File: src/core/sbcomc_regs.vh
`ifndef SBCOMC_REGS_VH
`define SBCOMC_REGS_VH

// Core clock rate
`define SBCOMC_CLK_MHZ 25

// Reset pulse, normal-request timeout, watchdog and cyclic periods, in their own units
`define SBCOMC_RST_TIME_US 1000
`define SBCOMC_NREQ_TIME_MS 150
`define SBCOMC_WD_TIME_MS 150
`define SBCOMC_CYC_TIME_MS 50

// Cycle counts at the core clock, sized to the timer width (the on-time to its 4-bit counter) so nothing is cut silently
`define SBCOMC_RST_CYCLES 22'h0061a8
`define SBCOMC_NREQ_CYCLES 22'h393870
`define SBCOMC_WD_CYCLES 22'h393870
`define SBCOMC_CYC_CYCLES 22'h1312d0
`define SBCOMC_CYC_ON_CYCLES 4'h8

// Timer width
`define SBCOMC_TW 22

// Mode select field values
`define SBCOMC_SEL_NORMAL 2'h0
`define SBCOMC_SEL_STOP 2'h1
`define SBCOMC_SEL_SLEEP 2'h2

// Operating mode codes
`define SBCOMC_M_RESET 3'h0
`define SBCOMC_M_NREQ 3'h1
`define SBCOMC_M_NORMAL 3'h2
`define SBCOMC_M_SLEEP 3'h3
`define SBCOMC_M_STOP 3'h4

// Interrupt source bit positions
`define SBCOMC_INT_UV 0
`define SBCOMC_INT_OV 1
`define SBCOMC_INT_PREW 2
`define SBCOMC_INT_HSOT 3
`define SBCOMC_INT_BUS 4
`define SBCOMC_INT_WAKE 5
`define SBCOMC_NINT 6

// Wake source bit positions
`define SBCOMC_WK_INPUT 0
`define SBCOMC_WK_BUS 1
`define SBCOMC_WK_FORCED 2
`define SBCOMC_WK_CYCLIC 3

`endif

File: src/core/sbcomc_timer.v
`timescale 1ns/1ps
`include "sbcomc_regs.vh"

module sbcomc_timer (
  // Clock and reset
  input wire core_clk,
  input wire rst_n,
  input wire ce,
  // Control
  input wire restart,
  input wire run,
  input wire [`SBCOMC_TW-1:0] limit,
  // Status
  output wire done
);
  reg [`SBCOMC_TW-1:0] count_r;

  assign done = (count_r == limit);

  always @(posedge core_clk) begin
    if (!rst_n) begin
      count_r <= {`SBCOMC_TW{1'b0}};
    end else if (ce) begin
      if (restart) begin
        count_r <= {`SBCOMC_TW{1'b0}};
      end else if (run && !done) begin
        count_r <= count_r + 1'b1;
      end
    end
  end
endmodule

File: src/core/sbcomc_wdog.v
`timescale 1ns/1ps
`include "sbcomc_regs.vh"

module sbcomc_wdog (
  // Clock and reset
  input wire core_clk,
  input wire rst_n,
  input wire ce,
  // Control
  input wire enable,
  input wire service,
  input wire [`SBCOMC_TW-1:0] period,
  // Status
  output reg fail_r
);
  reg [`SBCOMC_TW-1:0] count_r;
  wire [`SBCOMC_TW-1:0] half;
  wire windowOpen;

  assign half = {1'b0, period[`SBCOMC_TW-1:1]};
  assign windowOpen = (count_r >= half);

  always @(posedge core_clk) begin
    if (!rst_n) begin
      count_r <= {`SBCOMC_TW{1'b0}};
      fail_r <= 1'b0;
    end else if (ce) begin
      fail_r <= 1'b0;
      if (!enable) begin
        count_r <= {`SBCOMC_TW{1'b0}};
      end else if (service) begin
        // Early service counts as a runaway, same as overflow
        fail_r <= !windowOpen;
        count_r <= {`SBCOMC_TW{1'b0}};
      end else if (count_r == period) begin
        fail_r <= 1'b1;
        count_r <= {`SBCOMC_TW{1'b0}};
      end else begin
        count_r <= count_r + 1'b1;
      end
    end
  end
endmodule

File: src/core/sbcomc_mode_ctrl.v
`timescale 1ns/1ps
`include "sbcomc_regs.vh"

module sbcomc_mode_ctrl #(
  parameter [`SBCOMC_TW-1:0] RST_CYCLES = `SBCOMC_RST_CYCLES,
  parameter [`SBCOMC_TW-1:0] NREQ_CYCLES = `SBCOMC_NREQ_CYCLES,
  parameter [`SBCOMC_TW-1:0] WD_CYCLES = `SBCOMC_WD_CYCLES,
  parameter [`SBCOMC_TW-1:0] CYC_CYCLES = `SBCOMC_CYC_CYCLES
) (
  // Clock, reset, enable
  input wire core_clk,
  input wire rst_n,
  input wire ce,
  // Controller commands
  input wire modeWrite,
  input wire [1:0] modeSel,
  input wire timingWrite,
  input wire isrRead,
  input wire busStatusRead,
  input wire regStatusRead,
  input wire [4:0] intMask,
  input wire lpCyclicEn,
  input wire lpForcedEn,
  input wire lpInputWakeEn,
  // Analog monitors
  input wire vddLow,
  input wire regOvertemp,
  input wire regPrewarn,
  input wire supUnder,
  input wire supOver,
  input wire hsOvertemp,
  // Bus transceiver
  input wire busOvertemp,
  input wire busTxStuck,
  input wire busRxShort,
  input wire busOvercurrent,
  input wire busWake,
  // Pins
  input wire wdCfgGnd,
  input wire wdCfgOpen,
  input wire wakeInput,
  input wire csRise,
  input wire rstPinIn,
  output wire rstPinOut,
  output wire rstPinOe,
  output wire irqN,
  // Power and drivers
  output wire regOn,
  output wire regLimited,
  output wire busRxOnly,
  output wire busDriverEn,
  output wire hsCycleOn,
  output wire lpOscOn,
  output wire ctrlActive,
  output wire wdActive,
  // Status
  output wire [2:0] opMode,
  output reg [5:0] intSrc_r,
  output reg [3:0] wakeSrc_r,
  output reg batteryFailFlag_r,
  output reg regOvertempFlag_r,
  output reg busOvercurrentFlag_r,
  output reg busFault_r,
  output reg wdOff_r,
  output reg wdCfgFault_r
);
  reg [2:0] state_r;
  reg [2:0] state_nxt;
  reg extRst_r;
  reg extRst_nxt;
  reg timingSeen_r;
  reg irqLow_r;
  reg [4:0] lvlPrev_r;
  reg wakeRef_r;
  reg cycSample_r;
  reg [3:0] onCnt_r;
  reg [3:0] wakeEvt;
  wire inReset;
  wire inNreq;
  wire inNormal;
  wire lowPower;
  wire rstDone;
  wire nreqDone;
  wire lpDone;
  wire wdFail;
  wire modeSvc;
  wire busFaultNow;
  wire [4:0] lvlNow;
  wire [4:0] lvlRise;
  wire wakeAny;
  wire stopWakeIrq;
  wire intAllowed;
  wire [5:0] intEnMask;
  wire cycEnd;

  assign inReset = (state_r == `SBCOMC_M_RESET);
  assign inNreq = (state_r == `SBCOMC_M_NREQ);
  assign inNormal = (state_r == `SBCOMC_M_NORMAL);
  assign lowPower = (state_r == `SBCOMC_M_SLEEP) || (state_r == `SBCOMC_M_STOP);
  assign modeSvc = modeWrite && inNormal;

  // Reset hold timer restarts while a condition is present
  sbcomc_timer u_rst_tmr (
    .core_clk(core_clk),
    .rst_n(rst_n),
    .ce(ce),
    .restart(!inReset || vddLow),
    .run(inReset),
    .limit(RST_CYCLES),
    .done(rstDone)
  );

  sbcomc_timer u_nreq_tmr (
    .core_clk(core_clk),
    .rst_n(rst_n),
    .ce(ce),
    .restart(!inNreq),
    .run(inNreq),
    .limit(NREQ_CYCLES),
    .done(nreqDone)
  );

  // Low-power period timer, restarts each period
  sbcomc_timer u_lp_tmr (
    .core_clk(core_clk),
    .rst_n(rst_n),
    .ce(ce),
    .restart(!lowPower || lpDone),
    .run(lowPower && (lpCyclicEn || lpForcedEn)),
    .limit(CYC_CYCLES),
    .done(lpDone)
  );

  sbcomc_wdog u_wdog (
    .core_clk(core_clk),
    .rst_n(rst_n),
    .ce(ce),
    .enable(wdActive),
    .service(modeSvc),
    .period(WD_CYCLES),
    .fail_r(wdFail)
  );

  // Pin outputs
  assign rstPinOut = 1'b0;
  assign rstPinOe = inReset && !extRst_r;
  assign irqN = !irqLow_r;
  assign opMode = state_r;

  // Mode-dependent power and driver controls
  assign regOn = !regOvertempFlag_r && !(state_r == `SBCOMC_M_SLEEP);
  assign regLimited = (state_r == `SBCOMC_M_STOP);
  assign busRxOnly = inNreq || (state_r == `SBCOMC_M_STOP);
  assign busDriverEn = inNormal && !busFault_r;
  assign ctrlActive = inNormal || inNreq;
  assign wdActive = inNormal && !wdOff_r && !wdCfgFault_r;
  assign hsCycleOn = lowPower && lpCyclicEn && (onCnt_r != 4'h0);
  assign lpOscOn = lowPower && (lpCyclicEn || lpForcedEn);

  // Cyclic sample taken on the last cycle of the switch on-time
  assign cycEnd = (onCnt_r == 4'h1);

  always @* begin
    wakeEvt = 4'h0;
    if (lowPower) begin
      wakeEvt[`SBCOMC_WK_BUS] = busWake;
      if (lpCyclicEn) begin
        wakeEvt[`SBCOMC_WK_CYCLIC] = cycEnd && (wakeInput != cycSample_r);
      end else begin
        wakeEvt[`SBCOMC_WK_FORCED] = lpForcedEn && lpDone;
        wakeEvt[`SBCOMC_WK_INPUT] = lpInputWakeEn && (wakeInput != wakeRef_r);
      end
    end
  end

  assign wakeAny = |wakeEvt;
  assign stopWakeIrq = (state_r == `SBCOMC_M_STOP) && wakeAny;

  assign busFaultNow = busOvertemp || busTxStuck || busRxShort;
  assign lvlNow = {busFaultNow, hsOvertemp, regPrewarn, supOver, supUnder};
  assign lvlRise = lvlNow & ~lvlPrev_r;
  // Mask bit high enables; stop wake cannot be masked
  assign intEnMask = {1'b1, intMask};
  assign intAllowed = (inNormal || inNreq || (state_r == `SBCOMC_M_STOP)) && rstPinIn;

  // Mode transitions
  always @* begin
    state_nxt = state_r;
    extRst_nxt = extRst_r;
    case (state_r)
      `SBCOMC_M_RESET: begin
        // An external reset releases with no extra hold time
        if (extRst_r ? rstPinIn : rstDone) begin
          state_nxt = wdOff_r ? `SBCOMC_M_NORMAL : `SBCOMC_M_NREQ;
          extRst_nxt = 1'b0;
        end
      end
      `SBCOMC_M_NREQ: begin
        if (vddLow) begin
          state_nxt = `SBCOMC_M_RESET;
        end else if (!rstPinIn) begin
          state_nxt = `SBCOMC_M_RESET;
          extRst_nxt = 1'b1;
        end else if (modeWrite && modeSel == `SBCOMC_SEL_NORMAL && timingSeen_r) begin
          state_nxt = `SBCOMC_M_NORMAL;
        end else if (nreqDone) begin
          state_nxt = wdCfgFault_r ? `SBCOMC_M_NORMAL : `SBCOMC_M_RESET;
        end
      end
      `SBCOMC_M_NORMAL: begin
        if (vddLow || wdFail) begin
          state_nxt = `SBCOMC_M_RESET;
        end else if (!rstPinIn) begin
          state_nxt = `SBCOMC_M_RESET;
          extRst_nxt = 1'b1;
        end else if (modeWrite && modeSel == `SBCOMC_SEL_SLEEP) begin
          state_nxt = `SBCOMC_M_SLEEP;
        end else if (modeWrite && modeSel == `SBCOMC_SEL_STOP) begin
          state_nxt = `SBCOMC_M_STOP;
        end
      end
      `SBCOMC_M_SLEEP: begin
        if (wakeAny) begin
          state_nxt = `SBCOMC_M_RESET;
        end
      end
      `SBCOMC_M_STOP: begin
        if (vddLow) begin
          state_nxt = `SBCOMC_M_RESET;
        end else if (!rstPinIn) begin
          state_nxt = `SBCOMC_M_RESET;
          extRst_nxt = 1'b1;
        end else if (wakeAny || csRise) begin
          state_nxt = `SBCOMC_M_NREQ;
        end
      end
      default: begin
        state_nxt = `SBCOMC_M_RESET;
        extRst_nxt = 1'b0;
      end
    endcase
  end

  always @(posedge core_clk) begin
    if (!rst_n) begin
      state_r <= `SBCOMC_M_RESET;
      extRst_r <= 1'b0;
      wdOff_r <= 1'b0;
      wdCfgFault_r <= 1'b0;
      timingSeen_r <= 1'b0;
    end else if (ce) begin
      state_r <= state_nxt;
      extRst_r <= extRst_nxt;
      // Watchdog strap only sampled in reset mode
      if (inReset) begin
        wdOff_r <= wdCfgGnd;
        wdCfgFault_r <= !wdCfgGnd && wdCfgOpen;
      end
      if (!inNreq) begin
        timingSeen_r <= 1'b0;
      end else if (timingWrite) begin
        timingSeen_r <= 1'b1;
      end
    end
  end

  // Low-power wake sampling
  always @(posedge core_clk) begin
    if (!rst_n) begin
      wakeRef_r <= 1'b0;
      cycSample_r <= 1'b0;
      onCnt_r <= 4'h0;
    end else if (ce) begin
      if (!lowPower) begin
        wakeRef_r <= wakeInput;
        cycSample_r <= wakeInput;
        onCnt_r <= 4'h0;
      end else if (lpCyclicEn) begin
        if (lpDone) begin
          onCnt_r <= `SBCOMC_CYC_ON_CYCLES;
        end else if (onCnt_r != 4'h0) begin
          onCnt_r <= onCnt_r - 4'h1;
        end
        if (cycEnd) begin
          cycSample_r <= wakeInput;
        end
      end
    end
  end

  // Sticky flags; a set in the same cycle as its read wins
  always @(posedge core_clk) begin
    if (!rst_n) begin
      batteryFailFlag_r <= 1'b1;
      regOvertempFlag_r <= 1'b0;
      busOvercurrentFlag_r <= 1'b0;
      busFault_r <= 1'b0;
    end else if (ce) begin
      if (regStatusRead) begin
        batteryFailFlag_r <= 1'b0;
      end
      if (regOvertemp) begin
        regOvertempFlag_r <= 1'b1;
      end else if (regStatusRead) begin
        regOvertempFlag_r <= 1'b0;
      end
      if (busOvercurrent) begin
        busOvercurrentFlag_r <= 1'b1;
      end else if (busStatusRead) begin
        busOvercurrentFlag_r <= 1'b0;
      end
      if (busFaultNow) begin
        busFault_r <= 1'b1;
      end else if (busStatusRead) begin
        busFault_r <= 1'b0;
      end
    end
  end

  // Interrupt and wake source capture
  always @(posedge core_clk) begin
    if (!rst_n) begin
      lvlPrev_r <= 5'h00;
      intSrc_r <= 6'h00;
      wakeSrc_r <= 4'h0;
      irqLow_r <= 1'b0;
    end else if (ce) begin
      lvlPrev_r <= lvlNow;
      // Wake sources survive the sleep reset so software can read them
      wakeSrc_r <= (isrRead ? 4'h0 : wakeSrc_r) | wakeEvt;
      if (intAllowed) begin
        // Only normal and normal-request report level sources
        intSrc_r <= (isrRead ? 6'h00 : intSrc_r)
          | ({stopWakeIrq, (inNormal || inNreq) ? lvlRise : 5'h00} & intEnMask);
      end else if (isrRead) begin
        intSrc_r <= 6'h00;
      end
      if (!intAllowed || isrRead) begin
        irqLow_r <= 1'b0;
      end else if (stopWakeIrq) begin
        irqLow_r <= 1'b1;
      end else if (wakeSrc_r == 4'h0 && (|intSrc_r)) begin
        irqLow_r <= 1'b1;
      end
    end
  end
endmodule

File: config.mk
export PLATFORM = sky130hd
export DESIGN_NAME = sbcomc_mode_ctrl
export DESIGN_NICKNAME = d
export VERILOG_FILES = /design/src/core/sbcomc_timer.v /design/src/core/sbcomc_wdog.v /design/src/core/sbcomc_mode_ctrl.v
export VERILOG_INCLUDE_DIRS = /design/src /design/src/core
export SDC_FILE = /design/constraint.sdc
export NUM_CORES = 1
export LEC_CHECK = 0
export ABC_AREA = 1
export BUFFER_PORTS_ARGS = -buffer_cell sky130_fd_sc_hd__buf_2
export CAP_MARGIN = 5
export CORE_UTILIZATION = 42
export CTS_CLUSTER_DIAMETER = 30
export DETAILED_ROUTE_END_ITERATION = 7
export MAX_ROUTING_LAYER = met4
export SLEW_MARGIN = 10
export SYNTH_ARGS = -nofsm -noshare
export SYNTH_HDL_FRONTEND = slang
export SYNTH_SLANG_ARGS = --single-unit
export TNS_END_PERCENT = 100
File: constraint.sdc
create_clock -name core_clk -period 3.7 [get_ports core_clk]
set_input_delay 0.185 -clock core_clk [delete_from_list [all_inputs] [get_ports core_clk]]
set_output_delay 0.185 -clock core_clk [all_outputs]
set_load 0.03 [all_outputs]
; Word-level counts from Yosys, hierarchy flattened
; Cells that the tools add are included.
[totals]
elab_cells = 196
regBits = 122
output_inout_bits = 30
[classes]
n_eq_ne = 25
muxes = 59
n_reduce_logical = 78
addsub = 5
order_cmp = 1
n_bitwise = 7
[ops]
columns = operator, n
row1 = two-way mux 22 bit, 9
row2 = adder 22 x 1 -> 22 bit (second input constant), 4
row3 = equality test 22 bit (second input constant), 2
row4 = two-way mux 3 bit, 13
row5 = two-way mux 1 bit, 24
row6 = two-way mux 4 bit, 6
row7 = logical AND 1 bit, 23
row8 = equality test 22 x 15 -> 1 bit (second input constant), 1
row9 = equality test 22 x 21 -> 1 bit (second input constant), 1
row10 = >= comparator 22 x 21 -> 1 bit (second input constant), 1
row11 = AND reduction 2 bit, 11
row12 = logical NOT 1 bit, 15
row13 = case mux 3 bit (5 select lines), 1
row14 = logical OR 1 bit, 12
row15 = two-way mux 6 bit, 2
row16 = inequality test 2 bit (second input constant), 5
row17 = nonzero test 2 bit, 5
row18 = AND 6 bit, 1
row19 = equality test 3 x 2 -> 1 bit (second input constant), 2
row20 = inequality test 2 x 1 -> 1 bit (second input constant), 3
row21 = OR 6 bit, 1
row22 = AND reduction 3 bit, 2
row23 = AND reduction 6 bit, 1
row24 = OR reduction 6 bit, 1
row25 = 26 further kinds, 29

; Depth between registers and ports, before layout
[depth]
ltp_word = 10
ltp_mapped = 14
ltp_nobuf = 14

; By module
; From an unflattened synthesis, not the netlist that was laid out.
[unflattened]
hier_cells = 1710
hier_area_um2 = 9935.8
[by_module_without_submodules]
columns = mod, cells_each, n_inst, area_each_um2
row1 = sbcomc_timer, 347, 3, 1915.6
row2 = sbcomc_wdog, 414, 1, 2389.8
row3 = sbcomc_mode_ctrl, 255, 1, 1799.2

; Worst setup path after synthesis
; OpenSTA, ideal clock, no wires.
[synth_path]
kind = register to register
start = register state_r[1], in the netlist opMode[1]
end = register u_wdog.count_r[9]
arrival_ps = 1766
setup_slack_ps = 1868
n_path_buf = 1
path_stages_with_launch = 10
setup_ps = 66
required_ps = 3634
cell_sequence = dfxtp_1 -> nand2_2 -> nor3_4 -> nand2_2 -> nor2_2 -> nand2_2 -> clkinv_2 -> buf_8 -> o31ai_2 -> a21oi_2
[synth_via]
elab_chain_len = 4
word_cells_on_any_way = 6
cone_classes = 1 x eq/ne / 2 x mux / 3 x reduce/logical
[synth_lines]
columns = item, line
row1 = from (decl), sbcomc_mode_ctrl.v:67  ; reg [2:0] state_r;
row2 = from (signal assigned), sbcomc_mode_ctrl.v:246  ; state_r <= `SBCOMC_M_RESET;
row3 = from (signal assigned), sbcomc_mode_ctrl.v:252  ; state_r <= state_nxt;
row4 = equality test 3 x 2 -> 1 bit, --
row5 = logical AND 1 bit (2 in series), sbcomc_mode_ctrl.v:156  ; assign wdActive = inNormal && !wdOff_r && !wdCfgFault_r;
row6 = net wdActive, sbcomc_mode_ctrl.v:55  ; output wire wdActive,
row7 = two-way mux 22 bit, sbcomc_wdog.v:29  ; if (!enable) begin
row8 = to (signal assigned), sbcomc_wdog.v:30  ; count_r <= {`SBCOMC_TW{1'b0}};
row9 = to (signal assigned), sbcomc_wdog.v:34  ; count_r <= {`SBCOMC_TW{1'b0}};
row10 = to (signal assigned), sbcomc_wdog.v:37  ; count_r <= {`SBCOMC_TW{1'b0}};
row11 = to (decl), sbcomc_wdog.v:16  ; reg [`SBCOMC_TW-1:0] count_r;
; The timed path passes the listed nets, and every way through them passes these cells.
; A chain may end at the register's enable or synchronous reset.

; Worst setup path in the final report
[layout_path]
start = register u_nreq_tmr.count_r[0]
end = register u_nreq_tmr.count_r[16]
[layout_via]
elab_chain_len = 5
word_cells_on_any_way = 8
cone_classes = 1 x add/sub / 2 x eq/ne / 2 x mux / 3 x reduce/logical
[layout_lines]
columns = item, line
row1 = from (decl), sbcomc_timer.v:16  ; reg [`SBCOMC_TW-1:0] count_r;
row2 = from (signal assigned), sbcomc_timer.v:22  ; count_r <= {`SBCOMC_TW{1'b0}};
row3 = from (signal assigned), sbcomc_timer.v:25  ; count_r <= {`SBCOMC_TW{1'b0}};
row4 = from (signal assigned), sbcomc_timer.v:27  ; count_r <= count_r + 1'b1;
row5 = branches (longest 5 deep; another with adder 22 x 1 -> 22 bit), --
; Several ways; the timed one is not identified. The select of a mux whose other input is x is not followed.

==> impl_results.html <==
<table>
<tr><th>Metric</th><th>Value</th></tr>
<tr><th colspan="2">Finish</th></tr>
<tr><td>Share of cells above drive strength 1</td><td>a little over a tenth</td></tr>
<tr><td>NumNets Final</td><td>between 1000 and 1500</td></tr>
<tr><td>Area growth from synthesis to layout</td><td>14.00%</td></tr>
<tr><td>Inserted Diodes</td><td>0</td></tr>
<tr><th colspan="2">Drt</th></tr>
<tr><td>Number of vias per cell</td><td>approximately 5.1</td></tr>
<tr><td>Number of design-rule violations left by the first detailed-router iteration</td><td>600</td></tr>
<tr><td>Routed len/inst</td><td>13.97 um</td></tr>
<tr><td>Drt pass-1 iters</td><td>5</td></tr>
<tr><td>Number of remaining DRC errors</td><td>0</td></tr>
<tr><td>Total length of routed wires</td><td>around 21 mm</td></tr>
<tr><td>Number of nets with antenna violations after detailed routing</td><td>0</td></tr>
<tr><td>Detailed-route via count</td><td>between 7000 and 8000</td></tr>
<tr><th colspan="2">Critical path</th></tr>
<tr><td>Cell Chain, Critical Path</td><td>inv_1 &gt; ha_1 &gt; nand3_1 &gt; nor2_1 &gt; nand3_1 &gt; nand2_1 &gt; nand2_1 &gt; inv_1 &gt; nand2_1 &gt; a21oi_1</td></tr>
<tr><td>Max stage delay on crit path</td><td>0.54 ns</td></tr>
<tr><td>CP startpoint kind</td><td>flip-flop</td></tr>
<tr><td>Type of the worst setup path</td><td>reg2reg</td></tr>
<tr><td>Buffering stage count on the worst path with inverters included</td><td>2</td></tr>
<tr><td>Type of element capturing the critical path</td><td>flip-flop</td></tr>
<tr><td>Crit path max-delay cell type</td><td>sky130_fd_sc_hd__inv_1</td></tr>
<tr><td>Crit path max-delay family</td><td>simple AND/OR/NAND/NOR gates</td></tr>
<tr><td>Data arrival time at the worst-slack endpoint</td><td>about 2.7 ns</td></tr>
<tr><td>Most used cell, CP</td><td>sky130_fd_sc_hd__nand2_1</td></tr>
<tr><td>Required time at the endpoint of the critical path</td><td>4.03 ns</td></tr>
<tr><td>Peak fanout along the critical path</td><td>22</td></tr>
<tr><th colspan="2">Min path</th></tr>
<tr><td>HP Class</td><td>in2reg</td></tr>
<tr><th colspan="2">Timing</th></tr>
<tr><td>Hold Fails Final Rpt</td><td>0</td></tr>
<tr><td>Minimum period implied by the final worst setup slack</td><td>2.391 ns</td></tr>
<tr><td>Setup TNS</td><td>0 ns</td></tr>
<tr><td>Worst slew margin relative to its limit</td><td>35.70%</td></tr>
<tr><td>Share of the cycle needed by the critical path after routing</td><td>64.61%</td></tr>
<tr><td>Unrepaired setup endpoints after global routing</td><td>no</td></tr>
<tr><td>Max Freq</td><td>between 400 and 500 MHz</td></tr>
<tr><td>Number of endpoints failing setup at the final stage</td><td>0</td></tr>
<tr><td>Max-slew violation total from the final report</td><td>0</td></tr>
<tr><td>Worst-margin pin slew</td><td>0.9644 ns</td></tr>
<tr><td>Post-route worst setup slack</td><td>1.309 ns</td></tr>
<tr><td>Worst setup skew after layout</td><td>~0.012 ns</td></tr>
<tr><th colspan="2">Clocking</th></tr>
<tr><td>Longest Clk Path Bufs</td><td>2</td></tr>
<tr><td>Post_cts resized</td><td>0</td></tr>
<tr><td>CTS tree</td><td>yes</td></tr>
<tr><td>Worst-skew pair later-pin latency</td><td>~0.42 ns</td></tr>
<tr><td>Count of H-tree levels built during CTS</td><td>4</td></tr>
<tr><td>Number of clock sinks seen by CTS</td><td>roughly 120</td></tr>
<tr><td>CTS root buf</td><td>sky130_fd_sc_hd__clkbuf_16</td></tr>
<tr><td>Number of buffers created by CTS</td><td>17</td></tr>
<tr><td>Clock slew at the register clock pins of the worst setup and hold paths</td><td>0.06 ns</td></tr>
<tr><th colspan="2">Yosys</th></tr>
<tr><td>Synthesized net count</td><td>1230</td></tr>
<tr><td>Number of register bits inferred by synthesis</td><td>around 120</td></tr>
<tr><td>Avg Cell Area, Syn</td><td>~6.3 um^2</td></tr>
<tr><td>Count of distinct cell types in the synthesized netlist</td><td>52</td></tr>
<tr><td>Count of flip-flops with a built-in enable after synthesis</td><td>0</td></tr>
<tr><td>Most instantiated flip-flop cell in the synthesis netlist</td><td>sky130_fd_sc_hd__dfxtp_1</td></tr>
<tr><td>Sequential fraction of the synthesis area</td><td>32.68%</td></tr>
<tr><td>Warnings, synthesis</td><td>0</td></tr>
<tr><td>Post-synth ARST share</td><td>0%</td></tr>
<tr><td>Syn Std Cell Area</td><td>around 7500 um^2</td></tr>
<tr><td>Post-synthesis cell count</td><td>between 1000 and 1500</td></tr>
<tr><th colspan="2">Global route</th></tr>
<tr><td>Wire length of the first global-routing pass</td><td>about 34 mm</td></tr>
<tr><td>Pin count of the biggest net entering global routing</td><td>49</td></tr>
<tr><td>Vias in the first global route</td><td>6786</td></tr>
<tr><td>GRT Resource Usage Total</td><td>24.06%</td></tr>
<tr><td>Antenna violations before repair</td><td>0</td></tr>
<tr><td>Congestion Overflow GR</td><td>0</td></tr>
<tr><th colspan="2">Floorplanning</th></tr>
<tr><td>Initial Util</td><td>between 40% and 50%</td></tr>
<tr><td>Die width</td><td>135.4 um</td></tr>
<tr><td>Std-Cell Core Area</td><td>between 15000 and 20000 um^2</td></tr>
<tr><td>Top-level I/O count</td><td>64</td></tr>
<tr><td>Die area</td><td>18330 um^2</td></tr>
<tr><td>Vertical die dimension</td><td>around 140 um</td></tr>
<tr><td>Number of rows created at floorplan</td><td>48</td></tr>
<tr><th colspan="2">Placed design</th></tr>
<tr><td>Weighted congestion at the end of routability-driven global placement</td><td>approximately 0.92</td></tr>
<tr><td>Pre-CTS worst setup slack</td><td>roughly 1.3 ns</td></tr>
<tr><td>Count of port buffers added during placement</td><td>62</td></tr>
<tr><td>Placed wire-length estimate</td><td>about 15 mm</td></tr>
<tr><th colspan="2">Job</th></tr>
<tr><td>Max-capacitance violation count</td><td>0</td></tr>
<tr><th colspan="2">Power</th></tr>
<tr><td>Power per cell area</td><td>a little under 500 nW/um^2</td></tr>
<tr><td>Max rail drop VDD</td><td>0.3838 mV</td></tr>
<tr><td>Lkg Pwr</td><td>roughly 0.0032 uW</td></tr>
<tr><th colspan="2">Run status</th></tr>
<tr><td>Result of the run</td><td>finished, final reports clean</td></tr>
</table>
[per-layer routing]
layer	up-vias	part of all wire (%)	global-route usage (%)	wire length (um)
met4	0	0.64	5.181	133
met1	3435	51	32.79	10450
met5	-	0	-	0
met2	176	44	36.58	9170
met3	11	4.2	4.826	873
li1	3967	-	-	-
[synth_stat cells, drive strengths merged (2+ instances only)]
cell | number | area [um^2]
o32ai | 2 | 17.52
a32o | 2 | 20.02
clkbuf | 12 | 45.04
o31ai | 5 | 42.54
a21o | 2 | 15.01
xnor2 | 7 | 61.31
a31oi | 3 | 18.77
dfxtp | 122 | 2442
nor4 | 4 | 25.02
inv | 121 | 459.2
nor2 | 178 | 716.9
nand2 | 351 | 1353
nand3b | 5 | 37.54
nor3b | 6 | 56.31
nand3 | 83 | 430.4
and3 | 2 | 12.51
o21ai | 39 | 198.9
xor2 | 22 | 192.7
nor3 | 37 | 222.7
buf | 18 | 123.9
ha | 11 | 137.6
nand4 | 37 | 231.5
a21oi | 103 | 523.0
o21bai | 3 | 22.52
clkinv | 2 | 8.750
[what timing repair did]
item / CTS / global route
endpoints found under the setup margin: 0 / 0
hold buffers: 2 / 0
buffers inserted: 0 / 0
endpoints found under the hold margin: 2 / 0
[kinds of logic after synthesis]
kind of cell / synth area share (%)
and+or+nand+nor: 41.37
xor gates and xnor gates: 3.399
buffers and inverters: 8.521
adders and majority gates: 1.842
DFF: 32.68
AOI/OAI and AO/OA: 12.14
other: 0.05018
[cells in the final DEF, fill, tap and decap left out, drive strengths merged, types with 2 or more instances in the layout]
cell type    instances
nand2              351
nor2               178
dfxtp              122
inv                121
a21oi              103
nand3               83
buf                 64
o21ai               39
nand4               37
nor3                37
clkbuf              23
xor2                22
ha                  11
xnor2                7
nor3b                6
nand3b               5
o31ai                5
clkinv               5
nor4                 4
a31oi                3
o21bai               3
a32o                 2
a21o                 2
o32ai                2
and3                 2
clkinvlp             2
bufinv               2
dlygate4sd3          2
[final timing paths]
check	start	to	slack, ns	depth (start not counted)
worst min register to register	batteryFailFlag_r	batteryFailFlag_r	0.45	2
worst max-delay path	u_nreq_tmr.count_r[0]	u_nreq_tmr.count_r[16]	1.31	10
worst max register to register	u_nreq_tmr.count_r[0]	u_nreq_tmr.count_r[16]	1.31	10
worst min-delay path	wdCfgOpen	wdCfgFault_r	0.01	3
[state kept, by name, indices dropped and copies added, names as in the netlist, 3 cells and up]
name                count
lvlPrev_r               5
u_nreq_tmr.count_r     22
onCnt_r                 4
intSrc_r                6
u_lp_tmr.count_r       22
u_wdog.count_r         22
opMode                  3
u_rst_tmr.count_r      22
wakeSrc_r               4
[tightest hold or removal path: stages]
cell and delay (ns):
sky130_fd_sc_hd__buf_2 0.10, sky130_fd_sc_hd__nand2_1 0.05, sky130_fd_sc_hd__a21oi_1 0.05
[through the flow]
stage	area (um^2)	hold slack, ns	util, %	total power [uW]	cells
2_1_floorplan	7473	0.3071	-	2199	1185
5_1_grt	8519	0.01002	49.08	4341	1476
3_5_place_dp	7911	0.3987	45.58	2491	1444
4_1_cts	8519	0.005078	49.08	4161	1476
6_report	8519	0.01364	49.08	4131	1476
3_3_place_gp	7911	0.3998	45.58	2491	1444
[where the power goes]
group	switching [uW]	internal (uW)	total (uW)	leakage, uW
Clock	590	1070	1660	0.000287
Sequential	67.0	1370	1440	0.000987
Combinational	781	253	1030	0.00193
[final cells by class]
cell class                      count  area [um^2]
Timing Repair Buffer               66        345.3
Clock buffer                       23        498.0
Multi-Input combinational cell    910         4394
Inverter                          123        467.9
Fill cell                        1836         8837
Tap cell                          225        281.5
Clock inverter                      7        90.09
Sequential cell                   122         2442
(Power assumes the default switching activity.)
